[config.mk]
export PLATFORM = sky130hd
export DESIGN_NAME = cxm_can_xcvr_mode_supply_monitor
export DESIGN_NICKNAME = d
export VERILOG_FILES = /design/src/hdl/cxm_pkg.sv /design/src/hdl/cxm_wake_if.sv /design/src/hdl/cxm_wake_filter.sv /design/src/hdl/cxm_can_xcvr_mode_supply_monitor.sv
export SDC_FILE = /design/constraint.sdc
export NUM_CORES = 1
export LEC_CHECK = 0
export ABC_AREA = 1
export ABC_CLOCK_PERIOD_IN_PS = 3800
export BUFFER_PORTS_ARGS = -buffer_cell sky130_fd_sc_hd__buf_2
export CAP_MARGIN = 0
export CORE_ASPECT_RATIO = 1.25
export CORE_MARGIN = 2
export CORE_UTILIZATION = 50
export DETAILED_ROUTE_END_ITERATION = 12
export HOLD_SLACK_MARGIN = 0.15
export PLACE_DENSITY = 0.76
export SKIP_LAST_GASP = 1
export SLEW_MARGIN = 20
export SYNTH_ARGS = -nofsm -noshare
export SYNTH_HDL_FRONTEND = slang
export SYNTH_SLANG_ARGS = --single-unit
[constraint.sdc]
create_clock -name clk -period 3.8 [get_ports clk]
set_clock_uncertainty 0.1 [all_clocks]
set_input_delay 0.57 -clock clk [delete_from_list [all_inputs] [get_ports clk]]
set_output_delay 0.57 -clock clk [all_outputs]
set_load 0.02 [all_outputs]
[src/hdl/cxm_pkg.sv]
// shared constants and types for the transceiver mode and supply monitor
package cxm_pkg;
    localparam int          CLK_PERIOD_NS   = 40;
    // register map, byte offsets, 8-bit data
    localparam logic [7:0]  ADDR_MODE_CTRL  = 8'h00;
    localparam logic [7:0]  ADDR_INT_CTRL   = 8'h01;
    localparam logic [7:0]  ADDR_INT_STATUS = 8'h02;
    localparam logic [7:0]  ADDR_WD_STATUS  = 8'h03;
    // mode control fields
    localparam int          MODE_LSB        = 0;
    localparam int          PSPLIT_BIT      = 2;
    // int control fields
    localparam int          CAN_STBY_BIT    = 0;
    localparam int          RTH_BIT         = 1;
    // int status fields
    localparam int          IRQ_MAIN_BIT    = 0;
    localparam int          IRQ_XCVR_BIT    = 1;
    localparam int          IRQ_WAKE_BIT    = 2;
    // watchdog and status fields
    localparam int          MAIN_OK_BIT     = 0;
    localparam int          XCVR_OK_BIT     = 1;
    // reset values
    localparam logic [1:0]  MODE_RST        = 2'h0;
    localparam logic        PSPLIT_RST      = 1'h0;
    localparam logic        CAN_STBY_RST    = 1'h0;
    localparam logic        RTH_RST         = 1'h0;
    // operating mode codes
    localparam logic [1:0]  MODE_STANDBY    = 2'h0;
    localparam logic [1:0]  MODE_SLEEP      = 2'h1;
    localparam logic [1:0]  MODE_NORMAL_EXT = 2'h2;
    localparam logic [1:0]  MODE_NORMAL     = 2'h3;
    // external transistor activation currents
    localparam int          PSPLIT_LO_MA    = 85;
    localparam int          PSPLIT_HI_MA    = 50;
    // timing, least times round up, longest times round down
    localparam int          WAKE_MIN_NS     = 5000;
    localparam int          WAKE_MIN_CYC    = (WAKE_MIN_NS + CLK_PERIOD_NS - 1) / CLK_PERIOD_NS;
    localparam int          WAKE_TO_US      = 1000;
    localparam int          WAKE_TO_CYC     = (WAKE_TO_US * 1000) / CLK_PERIOD_NS;
    localparam int          TXD_TO_US       = 1000;
    localparam int          TXD_TO_CYC      = (TXD_TO_US * 1000 + CLK_PERIOD_NS - 1) / CLK_PERIOD_NS;
    localparam int          RST_PULSE_US    = 1000;
    localparam int          RST_PULSE_CYC   = (RST_PULSE_US * 1000 + CLK_PERIOD_NS - 1) / CLK_PERIOD_NS;
    localparam int          CNT_W           = 16;

    typedef enum logic [3:0] {
        WK_REC1 = 4'b0001,
        WK_DOM1 = 4'b0010,
        WK_REC2 = 4'b0100,
        WK_DOM2 = 4'b1000
    } cxm_wake_e;
endpackage : cxm_pkg

[src/hdl/cxm_wake_if.sv]
// carrier between the top level and the bus wake-up filter
interface cxm_wake_if;
    logic enable;
    logic bus_dom;
    logic wake;
    modport ctrl (output enable, output bus_dom, input wake);
    modport filt (input enable, input bus_dom, output wake);
endinterface : cxm_wake_if

[src/hdl/cxm_wake_filter.sv]
// bus wake-up pattern filter: recessive, dominant, recessive, dominant
module cxm_wake_filter #(
    parameter logic [15:0] TIMEOUT_CYC = 16'(cxm_pkg::WAKE_TO_CYC)
) (
    input  wire logic clk,
    input  wire logic rst_n,
    cxm_wake_if.filt  wk
);
    localparam logic [15:0] MIN_CYC = 16'(cxm_pkg::WAKE_MIN_CYC);

    cxm_pkg::cxm_wake_e state_ff;
    logic [15:0]        run_ff;
    logic [15:0]        to_ff;
    logic               last_ff;
    logic               wake_ff;
    logic               want_dom;
    logic               phase_ok;
    logic               timed_out;

    assign want_dom  = (state_ff == cxm_pkg::WK_DOM1) || (state_ff == cxm_pkg::WK_DOM2);
    // a phase counts once its level has lasted its minimum
    assign phase_ok  = (wk.bus_dom == want_dom) && (last_ff == want_dom) && (run_ff >= MIN_CYC);
    assign timed_out = (state_ff != cxm_pkg::WK_REC1) && (to_ff >= TIMEOUT_CYC);
    assign wk.wake   = wake_ff;

    // length of the current unbroken bus level
    always_ff @(posedge clk or negedge rst_n) begin
        if (!rst_n) begin
            run_ff  <= 16'h0000;
            last_ff <= 1'b0;
        end else begin
            last_ff <= wk.bus_dom;
            if (!wk.enable || wk.bus_dom != last_ff || phase_ok)
                run_ff <= 16'h0001;
            else if (run_ff != 16'hffff)
                run_ff <= run_ff + 16'h0001;
        end
    end

    // short glitches between phases are simply ignored, the phase waits on
    always_ff @(posedge clk or negedge rst_n) begin
        if (!rst_n) begin
            state_ff <= cxm_pkg::WK_REC1;
            wake_ff  <= 1'b0;
        end else begin
            wake_ff <= 1'b0;
            if (!wk.enable || timed_out) begin
                state_ff <= cxm_pkg::WK_REC1;
            end else if (phase_ok) begin
                unique case (state_ff)
                    cxm_pkg::WK_REC1: state_ff <= cxm_pkg::WK_DOM1;
                    cxm_pkg::WK_DOM1: state_ff <= cxm_pkg::WK_REC2;
                    cxm_pkg::WK_REC2: state_ff <= cxm_pkg::WK_DOM2;
                    cxm_pkg::WK_DOM2: begin
                        state_ff <= cxm_pkg::WK_REC1;
                        wake_ff  <= 1'b1;
                    end
                endcase
            end
        end
    end

    // whole pattern must finish inside the timeout window
    always_ff @(posedge clk or negedge rst_n) begin
        if (!rst_n)
            to_ff <= 16'h0000;
        else if (state_ff == cxm_pkg::WK_REC1 || !wk.enable)
            to_ff <= 16'h0000;
        else if (to_ff != 16'hffff)
            to_ff <= to_ff + 16'h0001;
    end
endmodule : cxm_wake_filter

[src/hdl/cxm_can_xcvr_mode_supply_monitor.sv]
// can transceiver mode control, supply monitoring and register port
//
// Design decisions made here: strobed register access and the register addresses.

// Notes on behaviour
// - split bit picks 85 or 50 mA
// - main regulator undervoltage triggers system reset
// - threshold bit picks 90 or 70 percent
// - main warning interrupt at 90 percent
// - main regulator health readable as status
// - mode code switches transceiver regulator; on only at 11
// - transceiver regulator warning below 90 percent
// - transceiver ok bit real only in normal
// - active needs normal, no standby, supply ok
// - active passes receive data and transmit data
// - standby bit gives lowpower with bus wake
// - standby or sleep without standby bit: off
// - wake needs four timed phases within timeout
// - split output enabled only in active
// - long dominant transmit disables transmitter
// - undriven transmit input reads recessive high
// - write one clears pending interrupt bit
// - interrupt output low while any flag pending
// - internal reset drives pulse on reset line
module cxm_can_xcvr_mode_supply_monitor #(
    parameter logic [15:0] WAKE_TO_CYC   = 16'(cxm_pkg::WAKE_TO_CYC),
    parameter logic [15:0] TXD_TO_CYC    = 16'(cxm_pkg::TXD_TO_CYC),
    parameter logic [15:0] RST_PULSE_CYC = 16'(cxm_pkg::RST_PULSE_CYC)
) (
    input  wire logic       clk,
    input  wire logic       rst_n,
    input  wire logic [7:0] reg_addr,
    input  wire logic [7:0] reg_wdata,
    input  wire logic       reg_wr,
    input  wire logic       reg_rd,
    output logic      [7:0] reg_rdata,
    input  wire logic       main_above_90,
    input  wire logic       main_above_70,
    input  wire logic       xcvr_above_90,
    input  wire logic       xcvr_pin_ok,
    output logic            xcvr_regulator_en,
    output logic            pnp_drive_at_50ma,
    input  wire logic       can_transmit_data,
    input  wire logic       can_transmit_data_oe,
    output logic            can_receive_data,
    input  wire logic       bus_rx_dominant,
    output logic            bus_tx_dominant,
    output logic            xcvr_active,
    output logic            xcvr_lowpower,
    output logic            split_en,
    output logic            interrupt_out_n_o,
    output logic            interrupt_out_n_oe_n,
    output logic            system_reset_line_n_o,
    output logic            system_reset_line_n_oe_n
);
    logic [1:0]  operating_mode_field_ff;
    logic        power_split_select_ff;
    logic        can_standby_select_ff;
    logic        reset_threshold_select_ff;
    logic [2:0]  int_status_ff;
    logic [2:0]  nxt_int_status;
    logic [7:0]  reg_rdata_ff;
    logic [7:0]  nxt_rdata;
    logic        main_warn_ff;
    logic        xcvr_warn_ff;
    logic        main_uv;
    logic        normal_mode;
    logic        active;
    logic        lowpower;
    logic        txd_eff;
    logic        txd_last_ff;
    logic        tx_blocked_ff;
    logic [15:0] txd_cnt_ff;
    logic [15:0] rst_cnt_ff;
    logic        rxd_ff;
    logic        main_supply_ok_flag;
    logic        xcvr_supply_ok_flag;
    logic        wr_mode;
    logic        wr_ictl;
    logic        wr_stat;

    cxm_wake_if wk_bus ();

    function automatic logic hit(input logic [7:0] a, input logic [7:0] target);
        hit = (a == target);
    endfunction : hit

    assign wr_mode = reg_wr && hit(reg_addr, cxm_pkg::ADDR_MODE_CTRL);
    assign wr_ictl = reg_wr && hit(reg_addr, cxm_pkg::ADDR_INT_CTRL);
    assign wr_stat = reg_wr && hit(reg_addr, cxm_pkg::ADDR_INT_STATUS);

    // control registers
    always_ff @(posedge clk or negedge rst_n) begin
        if (!rst_n) begin
            operating_mode_field_ff   <= cxm_pkg::MODE_RST;
            power_split_select_ff     <= cxm_pkg::PSPLIT_RST;
            can_standby_select_ff     <= cxm_pkg::CAN_STBY_RST;
            reset_threshold_select_ff <= cxm_pkg::RTH_RST;
        end else begin
            if (wr_mode) begin
                operating_mode_field_ff <= reg_wdata[cxm_pkg::MODE_LSB +: 2];
                power_split_select_ff   <= reg_wdata[cxm_pkg::PSPLIT_BIT];
            end
            if (wr_ictl) begin
                can_standby_select_ff     <= reg_wdata[cxm_pkg::CAN_STBY_BIT];
                reset_threshold_select_ff <= reg_wdata[cxm_pkg::RTH_BIT];
            end
        end
    end

    // 0 keeps the 85 mA point, 1 moves it to 50 mA
    assign pnp_drive_at_50ma = power_split_select_ff;

    // supply monitoring
    assign main_uv = reset_threshold_select_ff ? !main_above_70 : !main_above_90;
    assign main_supply_ok_flag = !main_uv;
    assign normal_mode = operating_mode_field_ff[1];
    assign xcvr_regulator_en = (operating_mode_field_ff == cxm_pkg::MODE_NORMAL);
    // outside normal the regulator may be off, so its comparator means nothing
    assign xcvr_supply_ok_flag = normal_mode ? xcvr_above_90 : 1'b1;

    always_ff @(posedge clk or negedge rst_n) begin
        if (!rst_n) begin
            main_warn_ff <= 1'b0;
            xcvr_warn_ff <= 1'b0;
        end else begin
            main_warn_ff <= !main_above_90;
            xcvr_warn_ff <= xcvr_regulator_en && !xcvr_above_90;
        end
    end

    // sticky flags; a new event in the clearing cycle wins
    always_comb begin
        nxt_int_status = int_status_ff;
        if (wr_stat)
            nxt_int_status = int_status_ff & ~reg_wdata[2:0];
        if (!main_above_90 && !main_warn_ff)
            nxt_int_status[cxm_pkg::IRQ_MAIN_BIT] = 1'b1;
        if (xcvr_regulator_en && !xcvr_above_90 && !xcvr_warn_ff)
            nxt_int_status[cxm_pkg::IRQ_XCVR_BIT] = 1'b1;
        if (wk_bus.wake && lowpower)
            nxt_int_status[cxm_pkg::IRQ_WAKE_BIT] = 1'b1;
    end

    always_ff @(posedge clk or negedge rst_n) begin
        if (!rst_n)
            int_status_ff <= 3'h0;
        else
            int_status_ff <= nxt_int_status;
    end

    // open drain: only ever pulls low
    assign interrupt_out_n_o    = 1'b0;
    assign interrupt_out_n_oe_n = !(|int_status_ff);

    // reset pulse stretches past the end of the undervoltage
    always_ff @(posedge clk or negedge rst_n) begin
        if (!rst_n)
            rst_cnt_ff <= 16'h0000;
        else if (main_uv)
            rst_cnt_ff <= RST_PULSE_CYC;
        else if (rst_cnt_ff != 16'h0000)
            rst_cnt_ff <= rst_cnt_ff - 16'h0001;
    end

    assign system_reset_line_n_o    = 1'b0;
    assign system_reset_line_n_oe_n = (rst_cnt_ff == 16'h0000);

    // transceiver mode
    assign active   = normal_mode && !can_standby_select_ff && xcvr_pin_ok;
    assign lowpower = can_standby_select_ff;
    // anything else, standby or sleep without the standby bit, is off
    assign xcvr_active   = active;
    assign xcvr_lowpower = lowpower;
    assign split_en      = active;

    assign wk_bus.enable  = lowpower;
    assign wk_bus.bus_dom = bus_rx_dominant;

    cxm_wake_filter #(
        .TIMEOUT_CYC (WAKE_TO_CYC)
    ) u_wake (
        .clk   (clk),
        .rst_n (rst_n),
        .wk    (wk_bus)
    );

    // undriven input behaves as the pull-up, recessive
    assign txd_eff = can_transmit_data_oe ? can_transmit_data : 1'b1;

    // dominant timeout; the timer relies on a bit rate of at least 10 kbit/s
    always_ff @(posedge clk or negedge rst_n) begin
        if (!rst_n) begin
            txd_last_ff   <= 1'b1;
            txd_cnt_ff    <= 16'h0000;
            tx_blocked_ff <= 1'b0;
        end else begin
            txd_last_ff <= txd_eff;
            if (txd_eff) begin
                txd_cnt_ff <= 16'h0000;
                if (!txd_last_ff)
                    tx_blocked_ff <= 1'b0;
            end else if (txd_cnt_ff >= TXD_TO_CYC) begin
                tx_blocked_ff <= 1'b1;
            end else begin
                txd_cnt_ff <= txd_cnt_ff + 16'h0001;
            end
        end
    end

    assign bus_tx_dominant = active && !txd_eff && !tx_blocked_ff;

    // receive path idles recessive outside active
    always_ff @(posedge clk or negedge rst_n) begin
        if (!rst_n)
            rxd_ff <= 1'b1;
        else
            rxd_ff <= active ? !bus_rx_dominant : 1'b1;
    end
    assign can_receive_data = rxd_ff;

    // register read port, data in the cycle after the strobe
    always_comb begin
        nxt_rdata = 8'h00;
        if (reg_rd) begin
            unique case (reg_addr)
                cxm_pkg::ADDR_MODE_CTRL:
                    nxt_rdata = {5'h00, power_split_select_ff, operating_mode_field_ff};
                cxm_pkg::ADDR_INT_CTRL:
                    nxt_rdata = {6'h00, reset_threshold_select_ff, can_standby_select_ff};
                cxm_pkg::ADDR_INT_STATUS:
                    nxt_rdata = {5'h00, int_status_ff};
                cxm_pkg::ADDR_WD_STATUS:
                    nxt_rdata = {6'h00, xcvr_supply_ok_flag, main_supply_ok_flag};
                default:
                    nxt_rdata = 8'h00;
            endcase
        end
    end

    always_ff @(posedge clk or negedge rst_n) begin
        if (!rst_n)
            reg_rdata_ff <= 8'h00;
        else
            reg_rdata_ff <= nxt_rdata;
    end
    assign reg_rdata = reg_rdata_ff;
endmodule : cxm_can_xcvr_mode_supply_monitor

==> reports/qor.csv <==
metric;value;unit
CTS H-tree lvls;3;
Post-DP Area;5300;µm²
leakage;2.63;nW
max frequency;424;MHz
Post-Route Setup TNS;0;ns
initial antenna violation count;0;
Startpoint Class;input port;
r2r startpoint;reset_threshold_select_ff;
CP Data Arrival Time;1.69;ns
largest net degree at the start of global routing;67;
n_diodes;0;
DR iter-0 viols;230;
required time of the critical path;3.13;ns
Synth-to-Final Area Change;10.9;%
Residual DRC;0;
Pre-antenna DRT Iters;5;
share of cells above drive strength 1;0.124;
Total Wirelength;10500;µm
Peak VDD IR;196;µV
clock tree buffer depth;2;
fin util;0.563;
critical path class;in -> out;
vias in the first global route;4219;
max-slew violations;0;
Max Cap Viol;0;
post-route ant nets;0;
RSZ-0062 raised after global routing;false;
CP max FO;12;
Clock Latency Late Sink;0.34;ns
Mapped Area;5050;µm²
area of the die;10900;µm²
min-delay worst type;in -> async;
CTS Buf Count;9;
Post-CTS Setup Bufs;0;
Final Cell Area;5600;µm²
final hold vios;0;
Initial Utilization;0.508;
row cnt;41;
PwrDens;351;nW/µm²
total grt overflow;0;
global-route usage over all layers;0.207;
CTS root buffer;clkbuf_16;
Least-Margin Pin Slew;0.894;ns
Worst R2R End;rst_cnt_ff[15];
Cells after Synth;670;
Ports;46;
R2R Setup Slk;1.62;ns
Slew HR;0.400;
floorplan core area;9950;µm²
Fillers;937;
R2R depth;5;
Post-CTS Hold Buffers;0;
Post-CTS Resized;0;
Synth Register Bits;86;
sequential area share after synthesis;0.426;
routability congestion estimate;0.910;
Vias;4380;
clock sink count;86;
Via density;5.21;
Final Net Count;743;
Clk pin slew, worst setup/hold paths;0.05;ns
outcome;finished, final reports clean;
Die Span Y;116;µm
Setup violations, final;0;
# port buffers;33;
Worst setup EP type;output port;
synth warn;0;
Final Critical Period;2.36;ns
DP Wirelength;7600;µm
Die X;93.9;µm
wire per inst;12.5;µm
CTS tree;built;
synth unique cells;44;
Final period util;0.620;
Avg Cell Area, Syn;7.54;µm²
first-pass GRT wire length;18200;µm
-- worst max-delay path, stage by stage --
cell and delay [ns]:
buf_2 0.10, nor2_2 0.33, inv_1 0.31, nor3_1 0.19, buf_2 0.19
-- registers in the layout, summed over array words and instances (netlist names), 2 cells and up --
signal,count
u_wake.state_ff,4
u_wake.run_ff,16
operating_mode_field_ff,2
u_wake.to_ff,16
int_status_ff,3
txd_cnt_ff,16
reg_rdata,3
rst_cnt_ff,16
-- Yosys cell counts, drive strengths merged --
| cell type | number | area share |
|---|---|---|
| o211ai | 1 | 0.0015 |
| nand3b | 1 | 0.0015 |
| mux2 | 1 | 0.0022 |
| clkbuf | 2 | 0.0015 |
| buf | 12 | 0.021 |
| clkinv | 1 | 0.00099 |
| dfrtp | 83 | 0.41 |
| conb | 1 | 0.00074 |
| xor2 | 28 | 0.049 |
| a31o | 1 | 0.0017 |
| dfstp | 3 | 0.016 |
| nor2 | 116 | 0.092 |
| nand3 | 64 | 0.073 |
| o21bai | 1 | 0.0015 |
| nor3 | 20 | 0.022 |
| nor3b | 1 | 0.0015 |
| ha | 9 | 0.022 |
| o21ai | 42 | 0.042 |
| o31ai | 4 | 0.0059 |
| inv | 84 | 0.062 |
| o21a | 1 | 0.0015 |
| nand2 | 158 | 0.12 |
| nor4 | 2 | 0.0049 |
| or2 | 2 | 0.0025 |
| o211a | 1 | 0.0020 |
| a21oi | 9 | 0.010 |
| a31oi | 5 | 0.0062 |
| xnor2 | 4 | 0.0069 |
| nand4 | 13 | 0.016 |
-- per-layer routing --
layer	global-route usage	up-vias	routed length, µm
met5	0	-	0
met4	0.0792	0	156
met3	0.0529	15	411
met2	0.354	93	5370
met1	0.251	2073	4550
li1	-	2199	-
-- worst max-delay path by stage --
stage                      endpoint                  from  slack [ns]
floorplan           bus_tx_dominant  can_transmit_data_oe        1.51
global placement     rst_cnt_ff[15]         main_above_90        1.42
detailed placement   rst_cnt_ff[15]         main_above_90        1.34
CTS                 bus_tx_dominant     can_transmit_data        1.42
global route        bus_tx_dominant     can_transmit_data        1.33
finish              bus_tx_dominant     can_transmit_data        1.44
-- cell families after synthesis --
| group | count (synthesis) | synth area share |
|---|---|---|
| AO/OA/AOI/OAI | 65 | 0.0730 |
| XOR/XNOR | 32 | 0.0554 |
| adder cells (fa/ha/maj) | 9 | 0.0223 |
| buffers and inverters | 99 | 0.0854 |
| flip-flops | 86 | 0.426 |
| multiplexers | 1 | 0.00223 |
| other | 1 | 0.000742 |
| AND/OR/NAND/NOR | 377 | 0.334 |
-- placed cells by master, fill, tap and decap left out, drive strengths merged --
cell type	count
nand2	158
ha	9
xor2	28
a31oi	5
nor2	116
nand4	13
o21bai	1
o21a	1
bufinv	1
a21oi	9
dfrtp	83
nand3	64
dfstp	3
conb	7
a31o	1
nand3b	1
buf	34
or2	2
xnor2	4
clkbuf	12
inv	84
nor3	20
o211a	1
o31ai	4
o21ai	42
mux2	1
clkinv	4
nor3b	1
o211ai	1
nor4	2
-- per-stage QoR --
step / cells / hold slack [ns] / total power, mW / setup slack, ns
final: 841 / 0.216 / 1.97 / 1.44
after global routing: 841 / 0.269 / 2.04 / 1.33
after CTS: 841 / 0.258 / 1.99 / 1.42
after detailed placement: 825 / 0.331 / 1.10 / 1.34
after floorplan: 676 / 0.174 / 1.05 / 1.51
after global placement: 825 / 0.305 / 1.10 / 1.42
-- final cells by class --
type                            instances  area, µm²  area share
Multi-Input combinational cell        491       2490       0.444
Sequential cell                        86       2160       0.385
Inverter                               85        320      0.0572
Clock buffer                           12        256      0.0458
Timing Repair Buffer                   34        175      0.0313
Tap cell                              129        161      0.0288
Clock inverter                          4       45.0     0.00804
-- where the power goes --
group | internal [mW] | switching, mW
Sequential | 0.934 | 0.0177
Combinational | 0.0380 | 0.0921
Clock | 0.541 | 0.344
Total | 1.51 | 0.453
No activity file was read; power rests on OpenSTA's default activity.
